==> src/rtl/irq_thresh_pkg.sv <==
package irq_thresh_pkg;
   // Register byte addresses on the peripheral bus.
   localparam logic [31:0] RAW_EVENT_STATUS_ADDR = 32'h50001534;
   localparam logic [31:0] RECEIVE_FILL_THRESHOLD_ADDR = 32'h50001538;
   localparam logic [31:0] TRANSMIT_FILL_THRESHOLD_ADDR = 32'h5000153c;
   localparam logic [31:0] CLEAR_ALL_EVENTS_ADDR = 32'h50001540;
   localparam logic [31:0] CLEAR_RECEIVE_UNDERRUN_ADDR = 32'h50001544;
   localparam logic [31:0] CLEAR_RECEIVE_OVERRUN_ADDR = 32'h50001548;
   localparam logic [31:0] CLEAR_TRANSMIT_OVERRUN_ADDR = 32'h5000154c;
   localparam logic [31:0] CLEAR_SLAVE_READ_REQUEST_ADDR = 32'h50001550;
   // Register and field geometry.
   localparam int REG_W = 16;
   localparam int FIELD_W = 5;
   localparam int LEVEL_W = 6;
   localparam logic [LEVEL_W-1:0] BUFFER_DEPTH = 6'h20;
   localparam logic [FIELD_W-1:0] THRESHOLD_MAX = 5'h1f;
   localparam logic [FIELD_W-1:0] THRESHOLD_RESET = 5'h00;
   // Bit positions in the raw event status register.
   localparam int RX_UNDER_BIT = 0;
   localparam int RX_OVER_BIT = 1;
   localparam int RX_FULL_BIT = 2;
   localparam int TX_OVER_BIT = 3;
   localparam int TX_EMPTY_BIT = 4;
   localparam int RD_REQ_BIT = 5;
   localparam int ABORT_BIT = 6;
   localparam int ABORT_KEEP_BIT = 9;
   localparam int ABORT_W = 16;
   localparam logic [REG_W-1:0] STATUS_RESET = 16'h0000;
endpackage : irq_thresh_pkg

==> src/rtl/i2c_irq_threshold_clear.sv <==
`timescale 1ns/1ps
// Contract
// - Reading the data port with an empty receive buffer sets underflow bit 0.
// - When disabled, underflow holds until idle, then clears once internal enable drops.
// - Receive threshold is a 5-bit read/write field in bits 4:0, upper reserved.
// - Receive threshold N asserts receive-full at N plus one entries.
// - Receive threshold writes above buffer depth store the maximum depth.
// - Transmit threshold is a 5-bit read/write field in bits 4:0.
// - Transmit threshold 0 means 0 entries, 31 means 32 entries.
// - Transmit threshold writes above buffer depth store the maximum depth.
// - Clear-all read clears every software-clearable flag and every abort cause bit except bit 9.
// - Clear-all read leaves hardware-cleared threshold flags untouched.
// - Clear-all read spares abort cause bit 9.
// - Reading underrun clear register clears status bit 0.
// - Reading overrun clear register clears status bit 1.
// - Reading transmit overrun clear register clears status bit 3.
// - Reading read-request clear register clears status bit 5.
// - Receive-full clears at or below threshold and when disable flushes the buffer.
// - Transmit-empty clears when the level rises above threshold.
// - Both buffers are 32 entries deep, the clamp ceiling.

// How the block fits together.
// This block keeps the event flags of the two-wire controller that software clears by reading,
// together with the two fill thresholds that drive the level flags.
// The engines, the buffers and the enable register live elsewhere.
// They reach this block through the buffer levels, the set pulses, the enable levels and the idle level.
//
// Register bus timing.
// Every access takes one setup cycle and one enable cycle, and no wait state is ever inserted.
// Read data is snapshotted on the setup edge, so it stands through the whole enable cycle.
// It keeps standing until the next read setup.
// Writes and clearing reads act on the enable edge, when select and enable are both high.
// A clear register returns zero, so software learns nothing from the value it reads.
// The read itself is the command.
// Reserved bits and unmapped locations read zero; writes to unmapped locations have no effect, while a set reserved threshold bit clamps the write to 31.
//
// Flag timing.
// A sticky flag changes on the edge that samples its set or clear term.
// The status word is copied into a second register on the following edge.
// The status output therefore trails the flags by one cycle.
// The combined request output is registered beside that copy, so the two always agree.
// The level flags are registered once before the copy.
// A change of buffer level therefore shows on the status output one edge after the edge that samples it.
//
// Collisions.
// A set term beats a clear term on the same edge.
// An event that arrives just as software issues its clearing read is never lost.
// The cost is that software may see a flag it thought it had cleared.
// The same holds for the abort cause bits.
//
// Limitations.
// The clock enable gates every register, the read data snapshot included.
// The bus must not be used while it is low, because an access would then be dropped.
// Threshold writes are clamped rather than refused, so a read back shows what is in force.
// The level inputs must come from logic on this clock; they are not synchronised here.
module i2c_irq_threshold_clear (
   input wire logic MCLK,
   input wire logic RST_N,
   input wire logic CE,
   input wire logic [31:0] PADDR,
   input wire logic PSEL,
   input wire logic PENABLE,
   input wire logic PWRITE,
   input wire logic [irq_thresh_pkg::REG_W-1:0] PWDATA,
   output logic [irq_thresh_pkg::REG_W-1:0] PRDATA,
   input wire logic DATA_CMD_RD,
   input wire logic [irq_thresh_pkg::LEVEL_W-1:0] RX_LEVEL,
   input wire logic [irq_thresh_pkg::LEVEL_W-1:0] TX_LEVEL,
   input wire logic ENABLE,
   input wire logic INTERNAL_ENABLE,
   input wire logic FSM_IDLE,
   input wire logic RX_OVER_SET,
   input wire logic TX_OVER_SET,
   input wire logic RD_REQ_SET,
   input wire logic ABORT_SET,
   input wire logic [irq_thresh_pkg::ABORT_W-1:0] ABORT_CAUSE_SET,
   output logic [irq_thresh_pkg::REG_W-1:0] RAW_STATUS,
   output logic [irq_thresh_pkg::ABORT_W-1:0] ABORT_CAUSE,
   output logic COMBINED_IRQ
);
   import irq_thresh_pkg::*;

   logic [FIELD_W-1:0] rx_thresh;
   logic [FIELD_W-1:0] tx_thresh;
   logic rd_access;
   logic wr_access;
   logic rd_clr_all;
   logic rd_clr_under;
   logic rd_clr_over;
   logic rd_clr_txover;
   logic rd_clr_rdreq;
   logic disable_drop;
   logic rx_under;
   logic rx_over;
   logic tx_over;
   logic rd_req;
   logic abort_flag;
   logic rx_full_r;
   logic rx_full_nxt;
   logic tx_empty_r;
   logic tx_empty_nxt;
   logic [ABORT_W-1:0] abort_cause_r;
   logic [ABORT_W-1:0] abort_cause_nxt;
   logic [ABORT_W-1:0] abort_clr_mask;
   logic [REG_W-1:0] status;
   logic [REG_W-1:0] rdata_r;
   logic [REG_W-1:0] rdata_nxt;
   logic [REG_W-1:0] status_r;
   // Named decode and clear terms, one per flag or register.
   logic wr_rx_thresh;
   logic wr_tx_thresh;
   logic setup_rd;
   logic rx_level_empty;
   logic under_set;
   logic under_clr;
   logic over_clr;
   logic txover_clr;
   logic rdreq_clr;
   logic abort_clr;
   logic combined_r;

   // Address match used by every decode term.
   function automatic logic hit(input logic [31:0] a, input logic [31:0] target);
      hit = (a == target);
   endfunction : hit

   // Bus access phase; reads take effect once, in the enable phase.
   assign rd_access = PSEL && PENABLE && !PWRITE;
   assign wr_access = PSEL && PENABLE && PWRITE;
   assign rd_clr_all = rd_access && hit(PADDR, CLEAR_ALL_EVENTS_ADDR);
   assign rd_clr_under = rd_access && hit(PADDR, CLEAR_RECEIVE_UNDERRUN_ADDR);
   assign rd_clr_over = rd_access && hit(PADDR, CLEAR_RECEIVE_OVERRUN_ADDR);
   assign rd_clr_txover = rd_access && hit(PADDR, CLEAR_TRANSMIT_OVERRUN_ADDR);
   assign rd_clr_rdreq = rd_access && hit(PADDR, CLEAR_SLAVE_READ_REQUEST_ADDR);

   // Disabled flags keep their level until the engines are idle and enable falls.
   assign disable_drop = !ENABLE && FSM_IDLE && !INTERNAL_ENABLE;

   // Write strobes for the two threshold registers.
   // A write anywhere else, the read-only status word included, lands nowhere.
   assign wr_rx_thresh = wr_access && hit(PADDR, RECEIVE_FILL_THRESHOLD_ADDR);
   assign wr_tx_thresh = wr_access && hit(PADDR, TRANSMIT_FILL_THRESHOLD_ADDR);

   // Setup phase of a read.
   // Snapshotting here costs one register, but it keeps the read data a flip-flop output.
   assign setup_rd = PSEL && !PENABLE && !PWRITE;

   // Underflow set term.
   // A data port read that finds entries waiting is an ordinary pop, and it leaves the flag alone.
   assign rx_level_empty = (RX_LEVEL == '0);
   assign under_set = DATA_CMD_RD && rx_level_empty;

   // Clear terms of the flags that software clears.
   // The disable-idle drop covers underflow and the two overflows only.
   // A pending read request stays visible, since the remote master waits for it.
   // An abort stays visible until software issues the clear-all read.
   assign under_clr = rd_clr_under || rd_clr_all || disable_drop;
   assign over_clr = rd_clr_over || rd_clr_all || disable_drop;
   assign txover_clr = rd_clr_txover || rd_clr_all || disable_drop;
   assign rdreq_clr = rd_clr_rdreq || rd_clr_all;
   assign abort_clr = rd_clr_all;

   // Threshold registers with write clamping.
   threshold_reg u_rx_thresh (
      .MCLK(MCLK),
      .RST_N(RST_N),
      .ce(CE),
      .wr(wr_rx_thresh),
      .wdata(PWDATA),
      .value(rx_thresh)
   );

   threshold_reg u_tx_thresh (
      .MCLK(MCLK),
      .RST_N(RST_N),
      .ce(CE),
      .wr(wr_tx_thresh),
      .wdata(PWDATA),
      .value(tx_thresh)
   );

   // Receive underflow: a data port read with nothing buffered.
   sticky_flag u_rx_under (
      .MCLK(MCLK),
      .RST_N(RST_N),
      .ce(CE),
      .set(under_set),
      .clr(under_clr),
      .flag(rx_under)
   );

   // Receive overflow, set by the receive engine.
   sticky_flag u_rx_over (
      .MCLK(MCLK),
      .RST_N(RST_N),
      .ce(CE),
      .set(RX_OVER_SET),
      .clr(over_clr),
      .flag(rx_over)
   );

   // Transmit overflow, set by the command path.
   sticky_flag u_tx_over (
      .MCLK(MCLK),
      .RST_N(RST_N),
      .ce(CE),
      .set(TX_OVER_SET),
      .clr(txover_clr),
      .flag(tx_over)
   );

   // Slave read request.
   sticky_flag u_rd_req (
      .MCLK(MCLK),
      .RST_N(RST_N),
      .ce(CE),
      .set(RD_REQ_SET),
      .clr(rdreq_clr),
      .flag(rd_req)
   );

   // Transmit abort flag, cleared here only by the clear-all read.
   sticky_flag u_abort (
      .MCLK(MCLK),
      .RST_N(RST_N),
      .ce(CE),
      .set(ABORT_SET),
      .clr(abort_clr),
      .flag(abort_flag)
   );

   // Receive-full compares level against threshold plus one; a flushed buffer shows empty.
   assign rx_full_nxt = ENABLE && (RX_LEVEL >= ({1'b0, rx_thresh} + 6'h01));
   // Transmit-empty: threshold 31 reaches 32 entries; no activity while disabled drops it.
   assign tx_empty_nxt = (tx_thresh == THRESHOLD_MAX) ? (TX_LEVEL <= BUFFER_DEPTH)
                         : (TX_LEVEL <= {1'b0, tx_thresh});

   // Hardware-driven threshold flags, registered so status bits come from flip-flops.
   always_ff @(posedge MCLK or negedge RST_N) begin
      if (!RST_N) begin
         rx_full_r <= 1'b0;
         tx_empty_r <= 1'b0;
      end else if (CE) begin
         rx_full_r <= rx_full_nxt;
         tx_empty_r <= tx_empty_nxt && (ENABLE || !FSM_IDLE);
      end
   end

   // Abort cause: bit 9 is spared by the clear; a new cause beats the clear.
   assign abort_clr_mask = rd_clr_all ? ~(16'h0001 << ABORT_KEEP_BIT) : 16'h0000;
   assign abort_cause_nxt = ABORT_CAUSE_SET | (abort_cause_r & ~abort_clr_mask);

   // Abort cause storage.
   always_ff @(posedge MCLK or negedge RST_N) begin
      if (!RST_N) begin
         abort_cause_r <= '0;
      end else if (CE) begin
         abort_cause_r <= abort_cause_nxt;
      end
   end

   // Raw status assembly; unused bits belong to other blocks and read zero here.
   always_comb begin
      status = STATUS_RESET;
      status[RX_UNDER_BIT] = rx_under;
      status[RX_OVER_BIT] = rx_over;
      status[RX_FULL_BIT] = rx_full_r;
      status[TX_OVER_BIT] = tx_over;
      status[TX_EMPTY_BIT] = tx_empty_r;
      status[RD_REQ_BIT] = rd_req;
      status[ABORT_BIT] = abort_flag;
   end

   // Read data mux; clear registers read zero, unmapped addresses read zero.
   assign rdata_nxt = hit(PADDR, RAW_EVENT_STATUS_ADDR) ? status
                    : hit(PADDR, RECEIVE_FILL_THRESHOLD_ADDR) ? {11'h000, rx_thresh}
                    : hit(PADDR, TRANSMIT_FILL_THRESHOLD_ADDR) ? {11'h000, tx_thresh}
                    : 16'h0000;

   // Read data is captured in the setup phase so it stands through the enable phase.
   always_ff @(posedge MCLK or negedge RST_N) begin
      if (!RST_N) begin
         rdata_r <= '0;
         status_r <= STATUS_RESET;
         combined_r <= 1'b0;
      end else if (CE) begin
         status_r <= status;
         combined_r <= |status;
         if (setup_rd) begin
            rdata_r <= rdata_nxt;
         end
      end
   end

   assign PRDATA = rdata_r;
   assign RAW_STATUS = status_r;
   assign ABORT_CAUSE = abort_cause_r;
   // The combined request is registered beside the status copy, so the two always agree.
   assign COMBINED_IRQ = combined_r;
endmodule : i2c_irq_threshold_clear

==> src/rtl/sticky_flag.sv <==
`timescale 1ns/1ps
// A sticky event flag: set wins over clear; any disable-idle drop comes in through clear.
module sticky_flag (
   input wire logic MCLK,
   input wire logic RST_N,
   input wire logic ce,
   input wire logic set,
   input wire logic clr,
   output logic flag
);
   logic flag_r;
   logic flag_nxt;

   // A new event in the clearing cycle survives so it is not lost.
   assign flag_nxt = set ? 1'b1 : (clr ? 1'b0 : flag_r);
   assign flag = flag_r;

   // Flag storage.
   always_ff @(posedge MCLK or negedge RST_N) begin
      if (!RST_N) begin
         flag_r <= 1'b0;
      end else if (ce) begin
         flag_r <= flag_nxt;
      end
   end
endmodule : sticky_flag

==> src/rtl/threshold_reg.sv <==
`timescale 1ns/1ps
// One 5-bit fill threshold register with write clamping to the buffer depth.
module threshold_reg (
   input wire logic MCLK,
   input wire logic RST_N,
   input wire logic ce,
   input wire logic wr,
   input wire logic [irq_thresh_pkg::REG_W-1:0] wdata,
   output logic [irq_thresh_pkg::FIELD_W-1:0] value
);
   import irq_thresh_pkg::*;
   logic [FIELD_W-1:0] value_r;
   logic [FIELD_W-1:0] value_nxt;
   logic too_big;

   // The field cannot hold 32, so the deepest legal code stands in for any larger request.
   assign too_big = (wdata[REG_W-1:FIELD_W] != '0) || (wdata[FIELD_W-1:0] > THRESHOLD_MAX);
   assign value_nxt = too_big ? THRESHOLD_MAX : wdata[FIELD_W-1:0];
   assign value = value_r;

   // Stored threshold.
   always_ff @(posedge MCLK or negedge RST_N) begin
      if (!RST_N) begin
         value_r <= THRESHOLD_RESET;
      end else if (ce && wr) begin
         value_r <= value_nxt;
      end
   end
endmodule : threshold_reg

==> config.mk <==
export PLATFORM = sky130hd
export DESIGN_NAME = i2c_irq_threshold_clear
export DESIGN_NICKNAME = d
export VERILOG_FILES = /design/src/rtl/irq_thresh_pkg.sv /design/src/rtl/i2c_irq_threshold_clear.sv /design/src/rtl/sticky_flag.sv /design/src/rtl/threshold_reg.sv
export SDC_FILE = /design/constraint.sdc
export NUM_CORES = 1
export LEC_CHECK = 0
export BUFFER_PORTS_ARGS = -buffer_cell sky130_fd_sc_hd__buf_2
export CAP_MARGIN = 40
export CORE_ASPECT_RATIO = 0.8
export CORE_MARGIN = 2
export CORE_UTILIZATION = 45
export DETAILED_ROUTE_END_ITERATION = 16
export PLACE_DENSITY = 0.9
export SYNTH_ARGS = -nofsm -noshare
export SYNTH_HDL_FRONTEND = slang
export SYNTH_HIERARCHICAL = 1
export SYNTH_SLANG_ARGS = --single-unit
==> constraint.sdc <==
create_clock -name MCLK -period 2.1 [get_ports MCLK]
set_input_delay 0.63 -clock MCLK [delete_from_list [all_inputs] [get_ports MCLK]]
set_output_delay 0.63 -clock MCLK [all_outputs]
set_load 0.01 [all_outputs]
==> impl_metrics.csv <==
group,metric,value,unit
grt,number_of_antenna_violations_at_the_first_check_in_global_routing,0,
synthesis,ffs_w_async_s_r_synth,100,%
critical_path,cp.arrival,2.30,ns
grt,met2_usage,36.2,%
synthesis,synth_seq_cells,48,
floorplan,die_width,89.7,um
grt,number_of_global_route_vias_before_repair,2329,
critical_path,endpoint,"ABORT_CAUSE[8]$_DFFE_PN0P_",
detailed_routing,drt-pass1-iter-count,4,
floorplan,core,0.00556,mm2
grt,grt_overflow,0,
cells_and_area,final_layout_size_suffix_gt1_share,45.1,%
cells_and_area,final_net_count,478,
clock_network,cts.root.buffer_cell,"sky130_fd_sc_hd__clkbuf_8",
critical_path,critical_path.startpoint,"PADDR[18]",
clock_network,clock_tree.buffer_depth,2,
synthesis,syn_area_per_cell,10.6,um2
detailed_routing,postRouteAntennaNets,0,
timing,crit_path_setup_slack_layout,-0.00465,ns
floorplan,design.portCount,139,
timing,slew_headroom,64.0,%
critical_path,critical_path_peak_fanout,8,
critical_path,critical_path.reg2reg.endpoint,"rx_full_r$_DFFE_PN0P_",
timing,number_of_hold_slack_violations_in_the_final_timing_report,0,
timing,slew_viol_final,0,
grt,grt_util_all_layers,22.0,%
detailed_routing,remaining_drc_errors,0,
synthesis,seq_area_frac_synth,45.4,%
critical_path,required_time_worst_endpoint,2.29,ns
timing,timing.fmax,475,MHz
floorplan,chipHeight,72.6,um
clock_network,cts_tree,"done",
run_status,outcome,"complete, but fails checks",
critical_path,worst-setup-path-type,"in -> reg",
cells_and_area,final_util,63.7,%
cells_and_area,area_growth,33.7,%
timing,worst_hold_margin,0.294,ns
power_and_ir_drop,vdd_drop_max,0.331,mV
floorplan,initial_core_util,47.6,%
cells_and_area,layout.cells.most_common,"sky130_fd_sc_hd__buf_2",
timing,setup_viol_count_final,3,
detailed_routing,drt_first_iter_violations,142,
clock_network,tritoncts_num_sinks,48,
critical_path,setup.reg_to_reg.worst_slack,0.23,ns
grt,largest_net_degree_at_the_start_of_global_routing,38,
cells_and_area,highest_count_cells_in_the_layout_ignoring_fill_and_taps,"115 x sky130_fd_sc_hd__buf_2, 48 x sky130_fd_sc_hd__dfrtp_1, 22 x sky130_fd_sc_hd__a22o_1",
synthesis,netlist_instances,249,
placement,place_hpwl,5430,um
clock_network,clock_latency,0.30,ns
timing,final_min_period_over_clock_period,100,%
hold_path,worst_hold_path_type,"in -> async",
timing,max_slew.worst_pin.slew,0.540,ns
detailed_routing,wirelength,7100,um
placement,finalWeightedCongestion,0.868,
power_and_ir_drop,power.density_cell_area,535,mW/mm2
synthesis,synth-warning-count,6,
floorplan,design.die.area,0.00651,mm2
grt,grt_most_used_layer,"met2",
critical_path,worstRegToRegCells,8,
detailed_routing,detailroute.via_count,2465,
floorplan,rows,24,
clock_network,clock_input_transition_at_the_sequential_cells_of_the_worst_setup_and_hold_paths,0.09,ns
critical_path,worst_setup_path_start_kind,"input pin",
clock_network,numCtsBuffers,5,
synthesis,dominantRegCellSynth,"sky130_fd_sc_hd__dfrtp_1",
timing,fin_crit,2.10,ns
cells_and_area,antenna_cells_inserted,0,
critical_path,critPathCaptureType,"register",
timing,fin_skew,0.00644,ns
power_and_ir_drop,design_power_total,1.89,mW
grt,use_met1,29.3,%
clock_network,cts_max_level,2,
synthesis,synth-edff-count,0,
synthesis,post_synth_instance_area,0.00265,mm2
job,maxcap_viol_count,0,
grt,global_route.usage.met3,6.20,%
detailed_routing,post_drt_wl_per_cell,15.6,um
grt,grt_pass1_wl,11300,um
critical_path,reg2reg_launch_point,"u_rx_thresh/value[0]$_DFFE_PN0P_",
run_status,violated_checks,"setup timing",
detailed_routing,drt-vias-per-instance,5.42,
power_and_ir_drop,leakage_power,1.69,nW
placement,port_buffers,120,
timing,rsz0062_at_grt,"yes",
synthesis,synth.lib_cells_used.distinct,46,
[flip-flops by register name, summed over array words and instances (netlist names)]
signal	flops
ABORT_CAUSE	16
COMBINED_IRQ	1
PRDATA	7
RAW_STATUS	7
rx_full_r	1
tx_empty_r	1
u_abort/flag	1
u_rd_req/flag	1
u_rx_over/flag	1
u_rx_thresh/value	5
u_rx_under/flag	1
u_tx_over/flag	1
u_tx_thresh/value	5
[layer usage]
metal	share of wire (%)	vias to the layer above
met5	0	-
met4	0.94	0
met3	8.3	7
met2	48	113
met1	42	1192
li1	-	1153
[logic make-up after synthesis]
group | Yosys count | synth area share, %
AO/OA/AOI/OAI | 70 | 19.2
XOR/XNOR | 4 | 1.32
adder cells (fa/ha/maj) | 12 | 5.67
buffers and inverters | 46 | 9.74
flip-flops | 48 | 45.4
multiplexers | 7 | 2.98
other | 1 | 0.142
AND/OR/NAND/NOR | 61 | 15.6
[area by class of cell]
class,instances,area (um2)
clock inverter,2,35.0
fill,451,2020
sequential,48,1200
timing repair buffer,132,734
clock buffer,6,72.6
tap,78,97.6
multi-input combinational,173,1340
inverter,16,60.1
[worst max-delay path, cell delays in order]
cell and delay, ns:
sky130_fd_sc_hd__buf_2 0.11, sky130_fd_sc_hd__nor4_4 0.25, sky130_fd_sc_hd__nand3_2 0.14, sky130_fd_sc_hd__or3_4 0.44, sky130_fd_sc_hd__or4_4 0.50, sky130_fd_sc_hd__a22o_1 0.22
[synthesized netlist by cell type (all sizes together), types with 4 or more instances]
cell type,n,area (um2)
a21oi,15,75.1
a22o,22,193
a22oi,5,37.5
a31oi,7,43.8
buf,23,171
clkbuf,7,26.3
dfrtp,48,1200
ha,12,150
inv,16,60.1
mux2,7,78.8
nand2,8,30.0
nand3,7,35.0
nand4,5,43.8
nor2,4,15.0
nor3,7,35.0
nor4,12,113
o21ai,5,25.0
o22a,10,87.6
[how the worst min path moves through the flow]
stage                               start                         end  slack, ns
3_5_place_dp   ABORT_CAUSE[9]$_DFFE_PN0P_  ABORT_CAUSE[9]$_DFFE_PN0P_       0.45
5_1_grt                             RST_N   RAW_STATUS[6]$_DFFE_PN0P_       0.35
3_3_place_gp   ABORT_CAUSE[9]$_DFFE_PN0P_  ABORT_CAUSE[9]$_DFFE_PN0P_       0.44
6_report                            RST_N   RAW_STATUS[6]$_DFFE_PN0P_       0.29
2_1_floorplan                       RST_N  ABORT_CAUSE[0]$_DFFE_PN0P_       0.33
4_1_cts                             RST_N   RAW_STATUS[6]$_DFFE_PN0P_       0.31
[metrics by stage]
| stage | cells | cell area, um2 | setup TNS (ns) | setup WS (ns) |
|---|---|---|---|---|
| 6_report | 455 | 3540 | -0.00880 | -0.00465 |
| 5_1_grt | 455 | 3540 | -0.849 | -0.0522 |
| 4_1_cts | 455 | 3500 | -0.0247 | -0.00734 |
| 3_5_place_dp | 445 | 3330 | -10.91 | -0.389 |
| 3_3_place_gp | 445 | 3330 | -8.92 | -0.339 |
| 2_1_floorplan | 266 | 2740 | -4.49 | -0.229 |
[report_power, final]
| part | leakage (nW) | switching, mW | internal [mW] |
|---|---|---|---|
| sequential | 0.540 | 0.0145 | 0.942 |
| clock | 0.0552 | 0.305 | 0.354 |
| combinational | 1.10 | 0.149 | 0.129 |
[what timing repair did]
item	CTS	global route
resized for setup	11	8
cloned	1	0
setup endpoints to repair	24	36
pin swaps	0	9
buffers inserted	1	0
hold buffers	0	0
Note: power is estimated with default switching activity, not from simulation.
